===== src/rtl/cfg_port_pkg.sv =====
// Constants shared by the serial configuration port and its register bank
// Summary of operation
// - Chip select falling starts a new word
// - First sixteen rising clock edges sample data
// - Edges after sixteenth shift nothing; a falling one releases data output
// - Chip select high ends transaction, rearms
// - Word: flag, address MSB first, data MSB first
// - Flag low writes data to addressed register
// - Flag high shifts addressed register out
// - Read leaves register unchanged, ignores input
// - Data output only pulls low or releases
// - Bit 7 at address 0 resets registers
// - Reset bit clears itself after reset
// - Address 0 reads back as all ones
// - Power-down bit 2 selects keep-alive state
// - Address 9 three-bit field selects pattern
// - Minus-one fields hold quantity minus one
// - Address 2 holds clock, overflow, stabilizer bits
package cfg_port_pkg;
	localparam int WORD_BITS = 16;
	localparam int ADDR_BITS = 7;
	localparam int DATA_BITS = 8;
	localparam int CNT_BITS = 5;
	localparam logic [CNT_BITS-1:0] CNT_WORD = 5'h10;
	localparam logic [CNT_BITS-1:0] CNT_ADDR_DONE = 5'h08;
	localparam int NUM_REGS = 11;
	localparam int FLAG_POS = 15;
	localparam int ADDR_MSB = 14;
	localparam int ADDR_LSB = 8;
	localparam int RST_TRIG_BIT = 7;
	localparam logic [ADDR_BITS-1:0] ADDR_SOFT_RESET = 7'h00;
	localparam logic [ADDR_BITS-1:0] ADDR_POWER_DOWN = 7'h01;
	localparam logic [ADDR_BITS-1:0] ADDR_CLK_OPTS = 7'h02;
	localparam logic [ADDR_BITS-1:0] ADDR_DEV_NUM = 7'h03;
	localparam logic [ADDR_BITS-1:0] ADDR_BANK_NUM = 7'h04;
	localparam logic [ADDR_BITS-1:0] ADDR_LANES = 7'h05;
	localparam logic [ADDR_BITS-1:0] ADDR_MFRAME = 7'h06;
	localparam logic [ADDR_BITS-1:0] ADDR_LINK_MODE = 7'h07;
	localparam logic [ADDR_BITS-1:0] ADDR_SUBCLASS = 7'h08;
	localparam logic [ADDR_BITS-1:0] ADDR_PATTERN = 7'h09;
	localparam logic [ADDR_BITS-1:0] ADDR_SWING = 7'h0A;
	localparam logic [DATA_BITS-1:0] READ_ALL_ONES = 8'hFF;
	localparam logic [DATA_BITS-1:0] READ_UNMAPPED = 8'h00;
	// Writable bit masks; unused bits read as zero
	localparam logic [DATA_BITS-1:0] MASK_POWER_DOWN = 8'h0F;
	localparam logic [DATA_BITS-1:0] MASK_CLK_OPTS = 8'h07;
	localparam logic [DATA_BITS-1:0] MASK_DEV_NUM = 8'hFF;
	localparam logic [DATA_BITS-1:0] MASK_BANK_NUM = 8'h0F;
	localparam logic [DATA_BITS-1:0] MASK_LANES = 8'h07;
	localparam logic [DATA_BITS-1:0] MASK_MFRAME = 8'h1F;
	localparam logic [DATA_BITS-1:0] MASK_LINK_MODE = 8'h3B;
	localparam logic [DATA_BITS-1:0] MASK_SUBCLASS = 8'hFF;
	localparam logic [DATA_BITS-1:0] MASK_PATTERN = 8'h07;
	localparam logic [DATA_BITS-1:0] MASK_SWING = 8'h03;
	// Defaults
	localparam logic [DATA_BITS-1:0] DEF_POWER_DOWN = 8'h00;
	localparam logic [DATA_BITS-1:0] DEF_CLK_OPTS = 8'h00;
	localparam logic [DATA_BITS-1:0] DEF_DEV_NUM = 8'h00;
	localparam logic [DATA_BITS-1:0] DEF_BANK_NUM = 8'h00;
	localparam logic [DATA_BITS-1:0] DEF_LANES = 8'h01;
	localparam logic [DATA_BITS-1:0] DEF_MFRAME = 8'h0F;
	localparam logic [DATA_BITS-1:0] DEF_LINK_MODE = 8'h00;
	localparam logic [DATA_BITS-1:0] DEF_SUBCLASS = 8'h00;
	localparam logic [DATA_BITS-1:0] DEF_PATTERN = 8'h00;
	localparam logic [DATA_BITS-1:0] DEF_SWING = 8'h00;
	// Field positions
	localparam int PD_SLEEP_BIT = 3;
	localparam int PD_NAP_BIT = 2;
	localparam int PD_B_BIT = 1;
	localparam int PD_A_BIT = 0;
	localparam int CK_HALF_BIT = 2;
	localparam int CK_OVF_BIT = 1;
	localparam int CK_DCS_BIT = 0;
	localparam int LM_LAS_BIT = 5;
	localparam int LM_LAM_BIT = 4;
	localparam int LM_FAM_BIT = 3;
	localparam int LM_RST_BIT = 1;
	localparam int LM_SCR_BIT = 0;
	localparam int PAT_BITS = 3;
	typedef enum logic [2:0] {
		PAT_NORMAL = 3'h0,
		PAT_K28_5 = 3'h1,
		PAT_K28_7 = 3'h2,
		PAT_D21_5 = 3'h3,
		PAT_PRBS15 = 3'h4,
		PAT_ALIGN_SEQ = 3'h5,
		PAT_LONG_TRANSPORT = 3'h6,
		PAT_MOD_RPAT = 3'h7
	} pattern_t;
endpackage


===== src/rtl/pin_sync.sv =====
// Two-flop synchroniser for a group of external pins
`timescale 1ns/1ps
`default_nettype none
module pin_sync #(
	parameter int WIDTH = 3,
	parameter logic [WIDTH-1:0] INIT = '0
) (
	// Clock and reset
	input wire logic clk,
	input wire logic sys_rst,
	// Pins in, synchronised levels out
	input wire logic [WIDTH-1:0] pin_in,
	output logic [WIDTH-1:0] pin_sync_out
);
	logic [WIDTH-1:0] meta_r;

	// First stage is read only by the second
	always_ff @(posedge clk) begin
		if (sys_rst) begin
			meta_r <= INIT;
			pin_sync_out <= INIT;
		end else begin
			meta_r <= pin_in;
			pin_sync_out <= meta_r;
		end
	end
endmodule // pin_sync
`default_nettype wire


===== src/rtl/cfg_reg_bank.sv =====
// Mode-control register bank with registered read port
`timescale 1ns/1ps
`default_nettype none
module cfg_reg_bank
	import cfg_port_pkg::*;
(
	// Clock and reset
	input wire logic clk,
	input wire logic sys_rst,
	// Write port
	input wire logic wr_en,
	input wire logic soft_rst,
	input wire logic [ADDR_BITS-1:0] wr_addr,
	input wire logic [DATA_BITS-1:0] wr_data,
	// Read port, data registered
	input wire logic [ADDR_BITS-1:0] rd_addr,
	output logic [DATA_BITS-1:0] rd_data,
	// Stored contents
	output logic [DATA_BITS-1:0] regs_q [1:NUM_REGS-1]
);
	function automatic logic [DATA_BITS-1:0] reg_mask(input int idx);
		case (idx)
			1: reg_mask = MASK_POWER_DOWN;
			2: reg_mask = MASK_CLK_OPTS;
			3: reg_mask = MASK_DEV_NUM;
			4: reg_mask = MASK_BANK_NUM;
			5: reg_mask = MASK_LANES;
			6: reg_mask = MASK_MFRAME;
			7: reg_mask = MASK_LINK_MODE;
			8: reg_mask = MASK_SUBCLASS;
			9: reg_mask = MASK_PATTERN;
			default: reg_mask = MASK_SWING;
		endcase
	endfunction

	function automatic logic [DATA_BITS-1:0] reg_default(input int idx);
		case (idx)
			1: reg_default = DEF_POWER_DOWN;
			2: reg_default = DEF_CLK_OPTS;
			3: reg_default = DEF_DEV_NUM;
			4: reg_default = DEF_BANK_NUM;
			5: reg_default = DEF_LANES;
			6: reg_default = DEF_MFRAME;
			7: reg_default = DEF_LINK_MODE;
			8: reg_default = DEF_SUBCLASS;
			9: reg_default = DEF_PATTERN;
			default: reg_default = DEF_SWING;
		endcase
	endfunction

	genvar g;
	generate
		for (g = 1; g < NUM_REGS; g++) begin : g_reg
			always_ff @(posedge clk) begin
				if (sys_rst || soft_rst) begin
					regs_q[g] <= reg_default(g);
				end else if (wr_en && wr_addr == ADDR_BITS'(g)) begin
					regs_q[g] <= wr_data & reg_mask(g);
				end
			end
		end
	endgenerate

	always_ff @(posedge clk) begin
		if (sys_rst) begin
			rd_data <= READ_UNMAPPED;
		end else if (rd_addr == ADDR_SOFT_RESET) begin
			rd_data <= READ_ALL_ONES;
		end else if (rd_addr < ADDR_BITS'(NUM_REGS)) begin
			rd_data <= regs_q[rd_addr];
		end else begin
			rd_data <= READ_UNMAPPED;
		end
	end
endmodule // cfg_reg_bank
`default_nettype wire


===== src/rtl/adc_spi_config_port.sv =====
// Serial configuration port: shifter, decode, soft reset and control outputs
`timescale 1ns/1ps
`default_nettype none
module adc_spi_config_port
	import cfg_port_pkg::*;
(
	// Clock and reset
	input wire logic clk,
	input wire logic sys_rst,
	// Serial pins from the host
	input wire logic cs_n,
	input wire logic sck,
	input wire logic sdi,
	// Open-drain serial data output
	output logic sdo_o,
	output logic sdo_oe,
	// Power control
	output logic converter_sleep,
	output logic channels_nap,
	output logic channel_b_off,
	output logic channel_a_off,
	// Clock options
	output logic clock_halving_select,
	output logic overflow_output_enable,
	output logic duty_stabilizer_enable,
	// Link parameters
	output logic [7:0] link_device_number,
	output logic [3:0] link_bank_number,
	output logic [2:0] lane_count_m1,
	output logic [4:0] frames_per_multiframe_m1,
	output logic align_sequence_off,
	output logic lane_monitor_off,
	output logic frame_monitor_off,
	output logic divider_resync_off,
	output logic scrambler_on,
	output logic [7:0] link_subclass_options,
	// Pattern and swing
	output logic [2:0] test_pattern_select,
	output logic [1:0] output_swing_select,
	// Soft reset in progress
	output logic soft_reset_busy
);
	typedef enum logic [1:0] {
		ST_IDLE,
		ST_SHIFT,
		ST_DONE
	} xfer_state_t;

	logic cs_n_s, sck_s, sdi_s;
	logic sck_prev_r, cs_prev_r;
	logic sck_rise, sck_fall, cs_fall, cs_rise;
	xfer_state_t state_r;
	logic [CNT_BITS-1:0] bit_cnt_r;
	logic [WORD_BITS-1:0] shift_r;
	logic [WORD_BITS-1:0] word_nxt;
	logic is_read_r;
	logic [ADDR_BITS-1:0] addr_r;
	logic [DATA_BITS-1:0] rd_data;
	logic [DATA_BITS-1:0] out_shift_r;
	logic wr_en_r;
	logic [ADDR_BITS-1:0] wr_addr_r;
	logic [DATA_BITS-1:0] wr_data_r;
	logic soft_rst_r;
	logic load_out_r;
	logic load_dly_r;
	logic hdr_edge, last_edge;
	logic [DATA_BITS-1:0] regs_q [1:NUM_REGS-1];

	// True on the rising serial edge that completes bit number last of the word
	function automatic logic edge_done(input xfer_state_t st, input logic rise, input logic [CNT_BITS-1:0] cnt,
		input logic [CNT_BITS-1:0] last);
		edge_done = st == ST_SHIFT && rise && cnt == last - 1'b1;
	endfunction

	// Pins cross into the clk domain before any logic looks at them
	pin_sync #(
		.WIDTH(3),
		.INIT(3'h4)
	) u_sync (
		.clk(clk),
		.sys_rst(sys_rst),
		.pin_in({cs_n, sck, sdi}),
		.pin_sync_out({cs_n_s, sck_s, sdi_s})
	);

	always_ff @(posedge clk) begin
		if (sys_rst) begin
			sck_prev_r <= 1'b0;
			cs_prev_r <= 1'b1;
		end else begin
			sck_prev_r <= sck_s;
			cs_prev_r <= cs_n_s;
		end
	end

	assign sck_rise = sck_s && !sck_prev_r && !cs_n_s;
	assign sck_fall = !sck_s && sck_prev_r && !cs_n_s;
	assign cs_fall = !cs_n_s && cs_prev_r;
	assign cs_rise = cs_n_s && !cs_prev_r;
	assign word_nxt = {shift_r[WORD_BITS-2:0], sdi_s};
	// Edges count only while selected, so a clock toggling between words is harmless
	assign hdr_edge = edge_done(state_r, sck_rise, bit_cnt_r, CNT_ADDR_DONE);
	assign last_edge = edge_done(state_r, sck_rise, bit_cnt_r, CNT_WORD);

	// Transaction sequencing
	always_ff @(posedge clk) begin
		if (sys_rst) begin
			state_r <= ST_IDLE;
			bit_cnt_r <= '0;
			shift_r <= '0;
		end else if (cs_rise || cs_n_s) begin
			state_r <= ST_IDLE;
			bit_cnt_r <= '0;
		end else begin
			case (state_r)
				ST_IDLE: begin
					if (cs_fall) begin
						state_r <= ST_SHIFT;
						bit_cnt_r <= '0;
					end
				end
				ST_SHIFT: begin
					if (sck_rise) begin
						shift_r <= word_nxt;
						bit_cnt_r <= bit_cnt_r + 1'b1;
						if (last_edge) begin
							state_r <= ST_DONE;
						end
					end
				end
				ST_DONE: begin
					state_r <= ST_DONE;
				end
				default: state_r <= ST_IDLE;
			endcase
		end
	end

	// Read flag and address latch once the header is in
	always_ff @(posedge clk) begin
		if (sys_rst) begin
			is_read_r <= 1'b0;
			addr_r <= '0;
			load_out_r <= 1'b0;
			load_dly_r <= 1'b0;
		end else begin
			load_out_r <= 1'b0;
			// Bank read port is registered, so its data trails the new address by one clock
			load_dly_r <= load_out_r;
			if (cs_n_s) begin
				is_read_r <= 1'b0;
			end else if (hdr_edge) begin
				is_read_r <= word_nxt[ADDR_BITS];
				addr_r <= word_nxt[ADDR_BITS-1:0];
				load_out_r <= 1'b1;
			end
		end
	end

	// Write commit on the sixteenth edge of a write word
	always_ff @(posedge clk) begin
		if (sys_rst) begin
			wr_en_r <= 1'b0;
			wr_addr_r <= '0;
			wr_data_r <= '0;
			soft_rst_r <= 1'b0;
		end else begin
			wr_en_r <= 1'b0;
			soft_rst_r <= 1'b0;
			if (!cs_n_s && last_edge && !word_nxt[FLAG_POS]) begin
				wr_en_r <= 1'b1;
				wr_addr_r <= word_nxt[ADDR_MSB:ADDR_LSB];
				wr_data_r <= word_nxt[DATA_BITS-1:0];
				// Reset trigger is a one-cycle pulse; address 0 still reads back as all ones afterwards
				soft_rst_r <= word_nxt[ADDR_MSB:ADDR_LSB] == ADDR_SOFT_RESET
					&& word_nxt[RST_TRIG_BIT];
			end
		end
	end

	cfg_reg_bank u_bank (
		.clk(clk),
		.sys_rst(sys_rst),
		.wr_en(wr_en_r),
		.soft_rst(soft_rst_r),
		.wr_addr(wr_addr_r),
		.wr_data(wr_data_r),
		.rd_addr(addr_r),
		.rd_data(rd_data),
		.regs_q(regs_q)
	);

	// Read data: first bit shown after the eighth edge falls, later bits on each falling edge
	always_ff @(posedge clk) begin
		if (sys_rst) begin
			out_shift_r <= READ_ALL_ONES;
			sdo_o <= 1'b0;
			sdo_oe <= 1'b0;
		end else begin
			sdo_o <= 1'b0;
			if (cs_n_s || !is_read_r) begin
				sdo_oe <= 1'b0;
				out_shift_r <= READ_ALL_ONES;
			end else if (load_dly_r) begin
				out_shift_r <= rd_data;
			end else if (sck_fall && state_r == ST_SHIFT) begin
				// Ones shift in behind the data, so any extra bit reads as released
				sdo_oe <= !out_shift_r[DATA_BITS-1];
				out_shift_r <= {out_shift_r[DATA_BITS-2:0], 1'b1};
			end else if (state_r == ST_DONE && sck_fall) begin
				sdo_oe <= 1'b0;
			end
		end
	end

	// Control outputs mirror the stored registers through flops, one block per register or register pair
	always_ff @(posedge clk) begin
		if (sys_rst) begin
			converter_sleep <= 1'b0;
			channels_nap <= 1'b0;
			channel_b_off <= 1'b0;
			channel_a_off <= 1'b0;
		end else begin
			converter_sleep <= regs_q[ADDR_POWER_DOWN][PD_SLEEP_BIT];
			channels_nap <= regs_q[ADDR_POWER_DOWN][PD_NAP_BIT];
			channel_b_off <= regs_q[ADDR_POWER_DOWN][PD_B_BIT];
			channel_a_off <= regs_q[ADDR_POWER_DOWN][PD_A_BIT];
		end
	end

	always_ff @(posedge clk) begin
		if (sys_rst) begin
			clock_halving_select <= 1'b0;
			overflow_output_enable <= 1'b0;
			duty_stabilizer_enable <= 1'b0;
		end else begin
			clock_halving_select <= regs_q[ADDR_CLK_OPTS][CK_HALF_BIT];
			overflow_output_enable <= regs_q[ADDR_CLK_OPTS][CK_OVF_BIT];
			duty_stabilizer_enable <= regs_q[ADDR_CLK_OPTS][CK_DCS_BIT];
		end
	end

	// Busy trails the reset pulse, so whoever sees it finds the defaults already stored
	always_ff @(posedge clk) begin
		if (sys_rst) begin
			soft_reset_busy <= 1'b0;
		end else begin
			soft_reset_busy <= soft_rst_r;
		end
	end

	always_ff @(posedge clk) begin
		if (sys_rst) begin
			link_device_number <= DEF_DEV_NUM;
			link_bank_number <= DEF_BANK_NUM[3:0];
		end else begin
			link_device_number <= regs_q[ADDR_DEV_NUM];
			link_bank_number <= regs_q[ADDR_BANK_NUM][3:0];
		end
	end

	// Minus-one coded fields pass through raw; the link logic adds the one back
	always_ff @(posedge clk) begin
		if (sys_rst) begin
			lane_count_m1 <= DEF_LANES[2:0];
			frames_per_multiframe_m1 <= DEF_MFRAME[4:0];
		end else begin
			lane_count_m1 <= regs_q[ADDR_LANES][2:0];
			frames_per_multiframe_m1 <= regs_q[ADDR_MFRAME][4:0];
		end
	end

	always_ff @(posedge clk) begin
		if (sys_rst) begin
			align_sequence_off <= 1'b0;
			lane_monitor_off <= 1'b0;
			frame_monitor_off <= 1'b0;
			divider_resync_off <= 1'b0;
			scrambler_on <= 1'b0;
		end else begin
			align_sequence_off <= regs_q[ADDR_LINK_MODE][LM_LAS_BIT];
			lane_monitor_off <= regs_q[ADDR_LINK_MODE][LM_LAM_BIT];
			frame_monitor_off <= regs_q[ADDR_LINK_MODE][LM_FAM_BIT];
			divider_resync_off <= regs_q[ADDR_LINK_MODE][LM_RST_BIT];
			scrambler_on <= regs_q[ADDR_LINK_MODE][LM_SCR_BIT];
		end
	end

	always_ff @(posedge clk) begin
		if (sys_rst) begin
			link_subclass_options <= DEF_SUBCLASS;
		end else begin
			link_subclass_options <= regs_q[ADDR_SUBCLASS];
		end
	end

	always_ff @(posedge clk) begin
		if (sys_rst) begin
			test_pattern_select <= PAT_NORMAL;
			output_swing_select <= DEF_SWING[1:0];
		end else begin
			test_pattern_select <= regs_q[ADDR_PATTERN][PAT_BITS-1:0];
			output_swing_select <= regs_q[ADDR_SWING][1:0];
		end
	end
endmodule // adc_spi_config_port
`default_nettype wire


===== config.mk =====
export PLATFORM = sky130hd
export DESIGN_NAME = adc_spi_config_port
export DESIGN_NICKNAME = d
export VERILOG_FILES = /design/src/rtl/cfg_port_pkg.sv /design/src/rtl/pin_sync.sv /design/src/rtl/cfg_reg_bank.sv /design/src/rtl/adc_spi_config_port.sv
export SDC_FILE = /design/constraint.sdc
export NUM_CORES = 1
export LEC_CHECK = 0
export ABC_AREA = 1
export BUFFER_PORTS_ARGS = -buffer_cell sky130_fd_sc_hd__buf_4
export CELL_PAD_IN_SITES_DETAIL_PLACEMENT = 0
export CELL_PAD_IN_SITES_GLOBAL_PLACEMENT = 2
export CORE_ASPECT_RATIO = 2
export CORE_MARGIN = 1
export CORE_UTILIZATION = 37
export DETAILED_ROUTE_END_ITERATION = 10
export GPL_ROUTABILITY_DRIVEN = 0
export PLACE_DENSITY_LB_ADDON = 0.1
export SKIP_CTS_REPAIR_TIMING = 1
export SLEW_MARGIN = 0
export SYNTH_ARGS = -nofsm -noshare
export SYNTH_HDL_FRONTEND = slang
export SYNTH_SLANG_ARGS = --single-unit

===== constraint.sdc =====
create_clock -name clk -period 3.1 [get_ports clk]
set_input_delay 0.465 -clock clk [delete_from_list [all_inputs] [get_ports clk]]
set_output_delay 0.465 -clock clk [all_outputs]
set_load 0.01 [all_outputs]

# ---- After elaboration in Yosys (flattened, before gate mapping)
# Cells that the tools add are included.
dict set report totals {
  memories 0
  romBits 0
  inputBits 5
  word_cells 140
  latchBits 0
  register_bits 165
  mem_bits_rw 0
}
dict set report op_classes {
  magnitude_cmp 2
  n_bitwise 5
  multipliers 0
  n_addsub 1
  muxes 18
  n_eq_ne 17
  div 0
  shifts 0
  n_reduce_logical 49
}
# operator count
set ops {}
lappend ops {{8-bit 2-to-1 mux} 6}
lappend ops {{8-bit binary-select mux with 4-bit select} 1}
lappend ops {{7-bit by 3-bit == test with 1-bit output (second input constant)} 4}
lappend ops {{1-bit logical AND} 24}
lappend ops {{7-bit by 4-bit == test with 1-bit output (second input constant)} 3}
lappend ops {{7-bit by 2-bit == test with 1-bit output (second input constant)} 2}
lappend ops {{7-bit logical NOT} 2}
lappend ops {{5-bit 2-to-1 mux} 2}
lappend ops {{5-bit case mux with 2 select lines} 1}
lappend ops {{3-bit AND reduction} 3}
lappend ops {{8-bit by 5-bit >= comparator with 1-bit output (second input constant)} 1}
lappend ops {{7-bit inverter with 8-bit output} 1}
lappend ops {{2-bit OR reduction} 4}
lappend ops {{7-bit by 1-bit == test with 1-bit output (second input constant)} 1}
lappend ops {{1-bit logical NOT} 7}
lappend ops {{7-bit by 4-bit < comparator with 1-bit output (second input constant)} 1}
lappend ops {{2-bit 2-to-1 mux} 3}
lappend ops {{2-bit != test (second input constant)} 3}
lappend ops {{2-bit case mux with 3 select lines} 1}
lappend ops {{2-bit nonzero test} 3}
lappend ops {{5-bit by 1-bit adder with 5-bit output (second input constant)} 1}
lappend ops {{5-bit by 3-bit == test with 1-bit output (second input constant)} 1}
lappend ops {{5-bit by 4-bit == test with 1-bit output (second input constant)} 1}
lappend ops {{1-bit 2-to-1 mux} 4}
lappend ops {{other kinds (6)} 12}

# ---- Longest topological paths before layout
dict set report logic_depth {
  depth_word 9
  mapped_depth 10
  mapped_depth_nobuf 9
}

# ---- Hierarchy
# Synthesis repeated with hierarchy kept, for this count alone.
dict set report unflattened {
  cells_unflattened 875
  area_unflattened_um2 6680.2
}
# mod area_each_um2 cells_per_inst instances
set by_module_without_submodules {}
lappend by_module_without_submodules {adc_spi_config_port 3803.6 474 1}
lappend by_module_without_submodules {cfg_reg_bank 2707.6 382 1}
lappend by_module_without_submodules {pin_sync 168.9 19 1}

# ---- Least setup slack after synthesis
# Ideal clock, no wire load.
dict set report synth_timing {
  path_type {reg-to-reg}
  from {register bit_cnt_r[0]}
  to {register wr_addr_r[4]}
  t_required_ns 3.036
  arrival_ns 1.460
  setup_time_ns 0.064
  path_buffers 1
  path_slack_ns 1.576
  path_stages_with_launch 10
  cell_sequence {dfxtp_1 > ha_1 > nand2_1 > nor2_1 > ha_1 > inv_1 > nor3_4 > buf_6 > o21ai_1 > nor2_1}
}
dict set report synth_via {
  elab_chain_len 4
}
# item line
set synth_rtl {}
lappend synth_rtl {{start, declared} adc_spi_config_port.sv:53} ;# logic [CNT_BITS-1:0] bit_cnt_r;
lappend synth_rtl {{start signal, assigned} adc_spi_config_port.sv:125} ;# bit_cnt_r <= bit_cnt_r + 1'b1;
lappend synth_rtl {{5-bit by 4-bit == test with 1-bit output} adc_spi_config_port.sv:72} ;# edge_done = st == ST_SHIFT && rise && cnt == last - 1'b1;
lappend synth_rtl {{1-bit logical AND} adc_spi_config_port.sv:72}
lappend synth_rtl {{1-bit logical AND (2 in a row)} adc_spi_config_port.sv:170} ;# if (!cs_n_s && last_edge && !word_nxt[FLAG_POS]) begin
lappend synth_rtl {{end signal, assigned} adc_spi_config_port.sv:172} ;# wr_addr_r <= word_nxt[ADDR_MSB:ADDR_LSB];
lappend synth_rtl {{end, declared} adc_spi_config_port.sv:61} ;# logic [ADDR_BITS-1:0] wr_addr_r;
# Every way passes these cells.
# A chain may end at the register's enable or synchronous reset.

# ---- Worst setup path after layout
dict set report layout_timing {
  from {register bit_cnt_r[0]}
  to {register wr_data_r[5]}
}
dict set report layout_via {
  elab_chain_len 4
}
# item line
set layout_rtl {}
lappend layout_rtl {{5-bit by 4-bit == test with 1-bit output} adc_spi_config_port.sv:72}
lappend layout_rtl {{1-bit logical AND} adc_spi_config_port.sv:72}
lappend layout_rtl {{1-bit logical AND (2 in a row)} adc_spi_config_port.sv:170}
lappend layout_rtl {{end signal, assigned} adc_spi_config_port.sv:173} ;# wr_data_r <= word_nxt[DATA_BITS-1:0];
lappend layout_rtl {{end, declared} adc_spi_config_port.sv:62} ;# logic [DATA_BITS-1:0] wr_data_r;
# Every way passes these cells.

==> results.cfg <==
[run_status]
status = finished, final reports clean

[setup_path]
critical-path-top-delay-family = simple AND/OR/NAND/NOR gates
crit_buf_inv = 1
max_stage_delay_ns = 0.52
rrSetupSlack_ns = 1.06
cp-start-kind = register
crit_fanout = 17
arrival_ns = 2.40
crit_chain = ha_1, nand2_1, nor2_1, ha_1, inv_1, nor3_4, o21ai_0, a21oi_1
end_kind = register
crit_slowest_cell = nor3_4
r2r_cells = 8
r2r_end = wr_data_r[5]
cp.required_ns = 3.45
crit_type = register to register
worst_path_most_repeated_cell = ha_1
rr_startpoint = bit_cnt_r[0]

[hold_path]
hp-class = primary input to register
whs_endpoint = u_sync.meta_r[2]
min_path_cells = 2
hp-start = cs_n

[layout]
syn_to_final_growth_pct = 17.9
drive_gt1_frac = 0.148
final_core_util = 0.448
antenna_cells = 0
nets = 842
final_cells = 1049

[timing]
fmax_mhz = 489
slew_violations = 0
period_needed_ns = 2.04
rsz0062_at_grt = false
hold-worst-slack_ns = 0.229
layout_worst_path_cycle_share = 0.659
clock_skew_ns = 0.0115
worst_pin_slew_ns = 0.692
slew_headroom = 0.538
hold_viol = 0
finalSetupViolCount = 0
setup-tns-final_ns = 0
setup_slack_ns = 1.06

[global_routing]
use_met1 = 0.219
use_met3 = 0.0337
antenna_found_initial = 0
grt_pass1_vias = 4894
grt_use_met2 = 0.381
grt.total_usage = 0.201
grt_max_degree = 46
grt-ovfl-total = 0
grt_pass1_wl_um = 25900
top_usage_layer = met2

[route]
postRouteAntennaNets = 0
drc = 0
drt-pass1-iter-count = 4
wire_per_inst_um = 15.6
initialDrtViolationCount = 163
num_vias = 4994
via_per_inst = 4.76
totalWireLength_um = 16400

[power]
power_density_mw_per_mm2 = 598
vdd_drop_max_uv = 313
p_leak_nw = 3.12

[synthesis]
synth.most_common_cell = dfxtp_1
avgSynthCellArea_um2 = 7.89
postSynthCellCount = 788
synth_area_leader_cell = dfxtp_1
ys_ff_latch = 165
ys_types = 41
ys_seq_area_frac = 0.532
synthesis.nets = 798
synth_top_flop_cell = dfxtp_1
yosys-top-cells-count = dfxtp_1, nor2_1, nand2_1
syn_area_mm2 = 0.00621
yosysTopAreaCellShare = 0.532
ys_warn_count = 0
synthArstFlopShare = 0
synth_edf_count = 0
synth.area.top_cells = dfxtp_1, nor2_1, nand2_1, o21ai_0, inv_1

[clock_tree]
cts_made_buffers = 17
clkLatencyLatePin_ns = 0.43
cts-root-buf = clkbuf_16
clockBufferDepth = 2
cts_tree = done
clock_sinks = 165
clk_pin_slew_ns = 0.07
h-tree-depth = 4

[floorplan]
core_area_mm2 = 0.0164
ioPinCount = 53
num_rows = 66
dieArea_mm2 = 0.0174
start_util = 0.380
fp.dieW_um = 93.6
dieHeight_um = 185

[placed_design]
dp_slack_ns = 1.03
dp.cells = 1017
numPortBuffers = 51
dpl.hpwl_um = 12100

[job]
maxCapViolations = 0
## report_power, final
part           internal [mW]  total (mW)  switching (mW)
clock                   1.23        2.18           0.951
sequential              2.13        2.13         0.00372
combinational         0.0180      0.0655          0.0475
## worst max path at each step
stage | start | endpoint | slack [ns] | cells past startpoint
after CTS | state_r[1] | wr_addr_r[3] | 1.02 | 7
after global routing | state_r[1] | wr_addr_r[3] | 0.80 | 7
after detailed placement | state_r[1] | wr_addr_r[3] | 1.03 | 7
after floorplan | bit_cnt_r[0] | wr_addr_r[4] | 1.58 | 9
after global placement | bit_cnt_r[0] | wr_data_r[7] | 1.11 | 8
final | bit_cnt_r[0] | wr_data_r[5] | 1.06 | 8
## registers in the layout, indices dropped and copies added, names as in the netlist, 7 cells and up
name / count
addr_r: 7
shift_r: 15
link_device_number: 8
out_shift_r: 8
u_bank.regs_q: 45
link_subclass_options: 8
wr_addr_r: 7
u_bank.rd_data: 8
wr_data_r: 8
## worst register-to-register path, delay by kind of cell (launching register included)
family	cells	cell delay [ns]
DFF	1	0.38
buffers and inverters	1	0.13
adders and majority gates	2	0.43
and+or+nand+nor	3	0.75
AOI/OAI and AO/OA	2	0.29
## cells in the final DEF, fill, tap and decap left out, drive strengths merged, types with 2 or more instances in the layout
master  count
nor4        2
a31oi       2
o211ai      9
o22ai       4
ha          5
nand3      28
bufinv      2
inv       115
nand2     104
dfxtp     165
buf        54
nand4       3
a21boi      3
o21ai      87
nor3        5
or2         2
clkinv      3
nor2      171
clkbuf     17
a21oi      58
## routing by layer
layer | share of wire | up-vias
met1 | 0.41 | 2336
li1 | - | 2570
met3 | 0.026 | 18
met5 | 0 | -
met2 | 0.55 | 70
met4 | 0.016 | 0
## layout make-up
type	count	area, um^2
flip-flops and latches	165	3300
multi-input cells	488	2350
fillers	1716	9020
inverters	106	403
repair buffers	54	405
clock inverters	15	185
well taps	204	255
clock buffers	17	425
## stage by stage
stage	cell area [um^2]	total power, mW
global route	7330	4.52
CTS	7330	4.44
detailed placement	6720	2.25
floorplan	6210	2.23
finish	7330	4.38
global placement	6720	2.25
## cells by family (layout without fill, tap and decap cells)
group | count (synthesis) | count (layout) | synth area share
XOR/XNOR | 1 | 1 | 0.00141
flip-flops | 165 | 165 | 0.532
AO/OA/AOI/OAI | 165 | 165 | 0.142
AND/OR/NAND/NOR | 316 | 316 | 0.224
adder cells (fa/ha/maj) | 5 | 5 | 0.0101
other | 1 | 1 | 0.000603
buffers and inverters | 135 | 192 | 0.0900
Power figures use the tool's default switching activity.
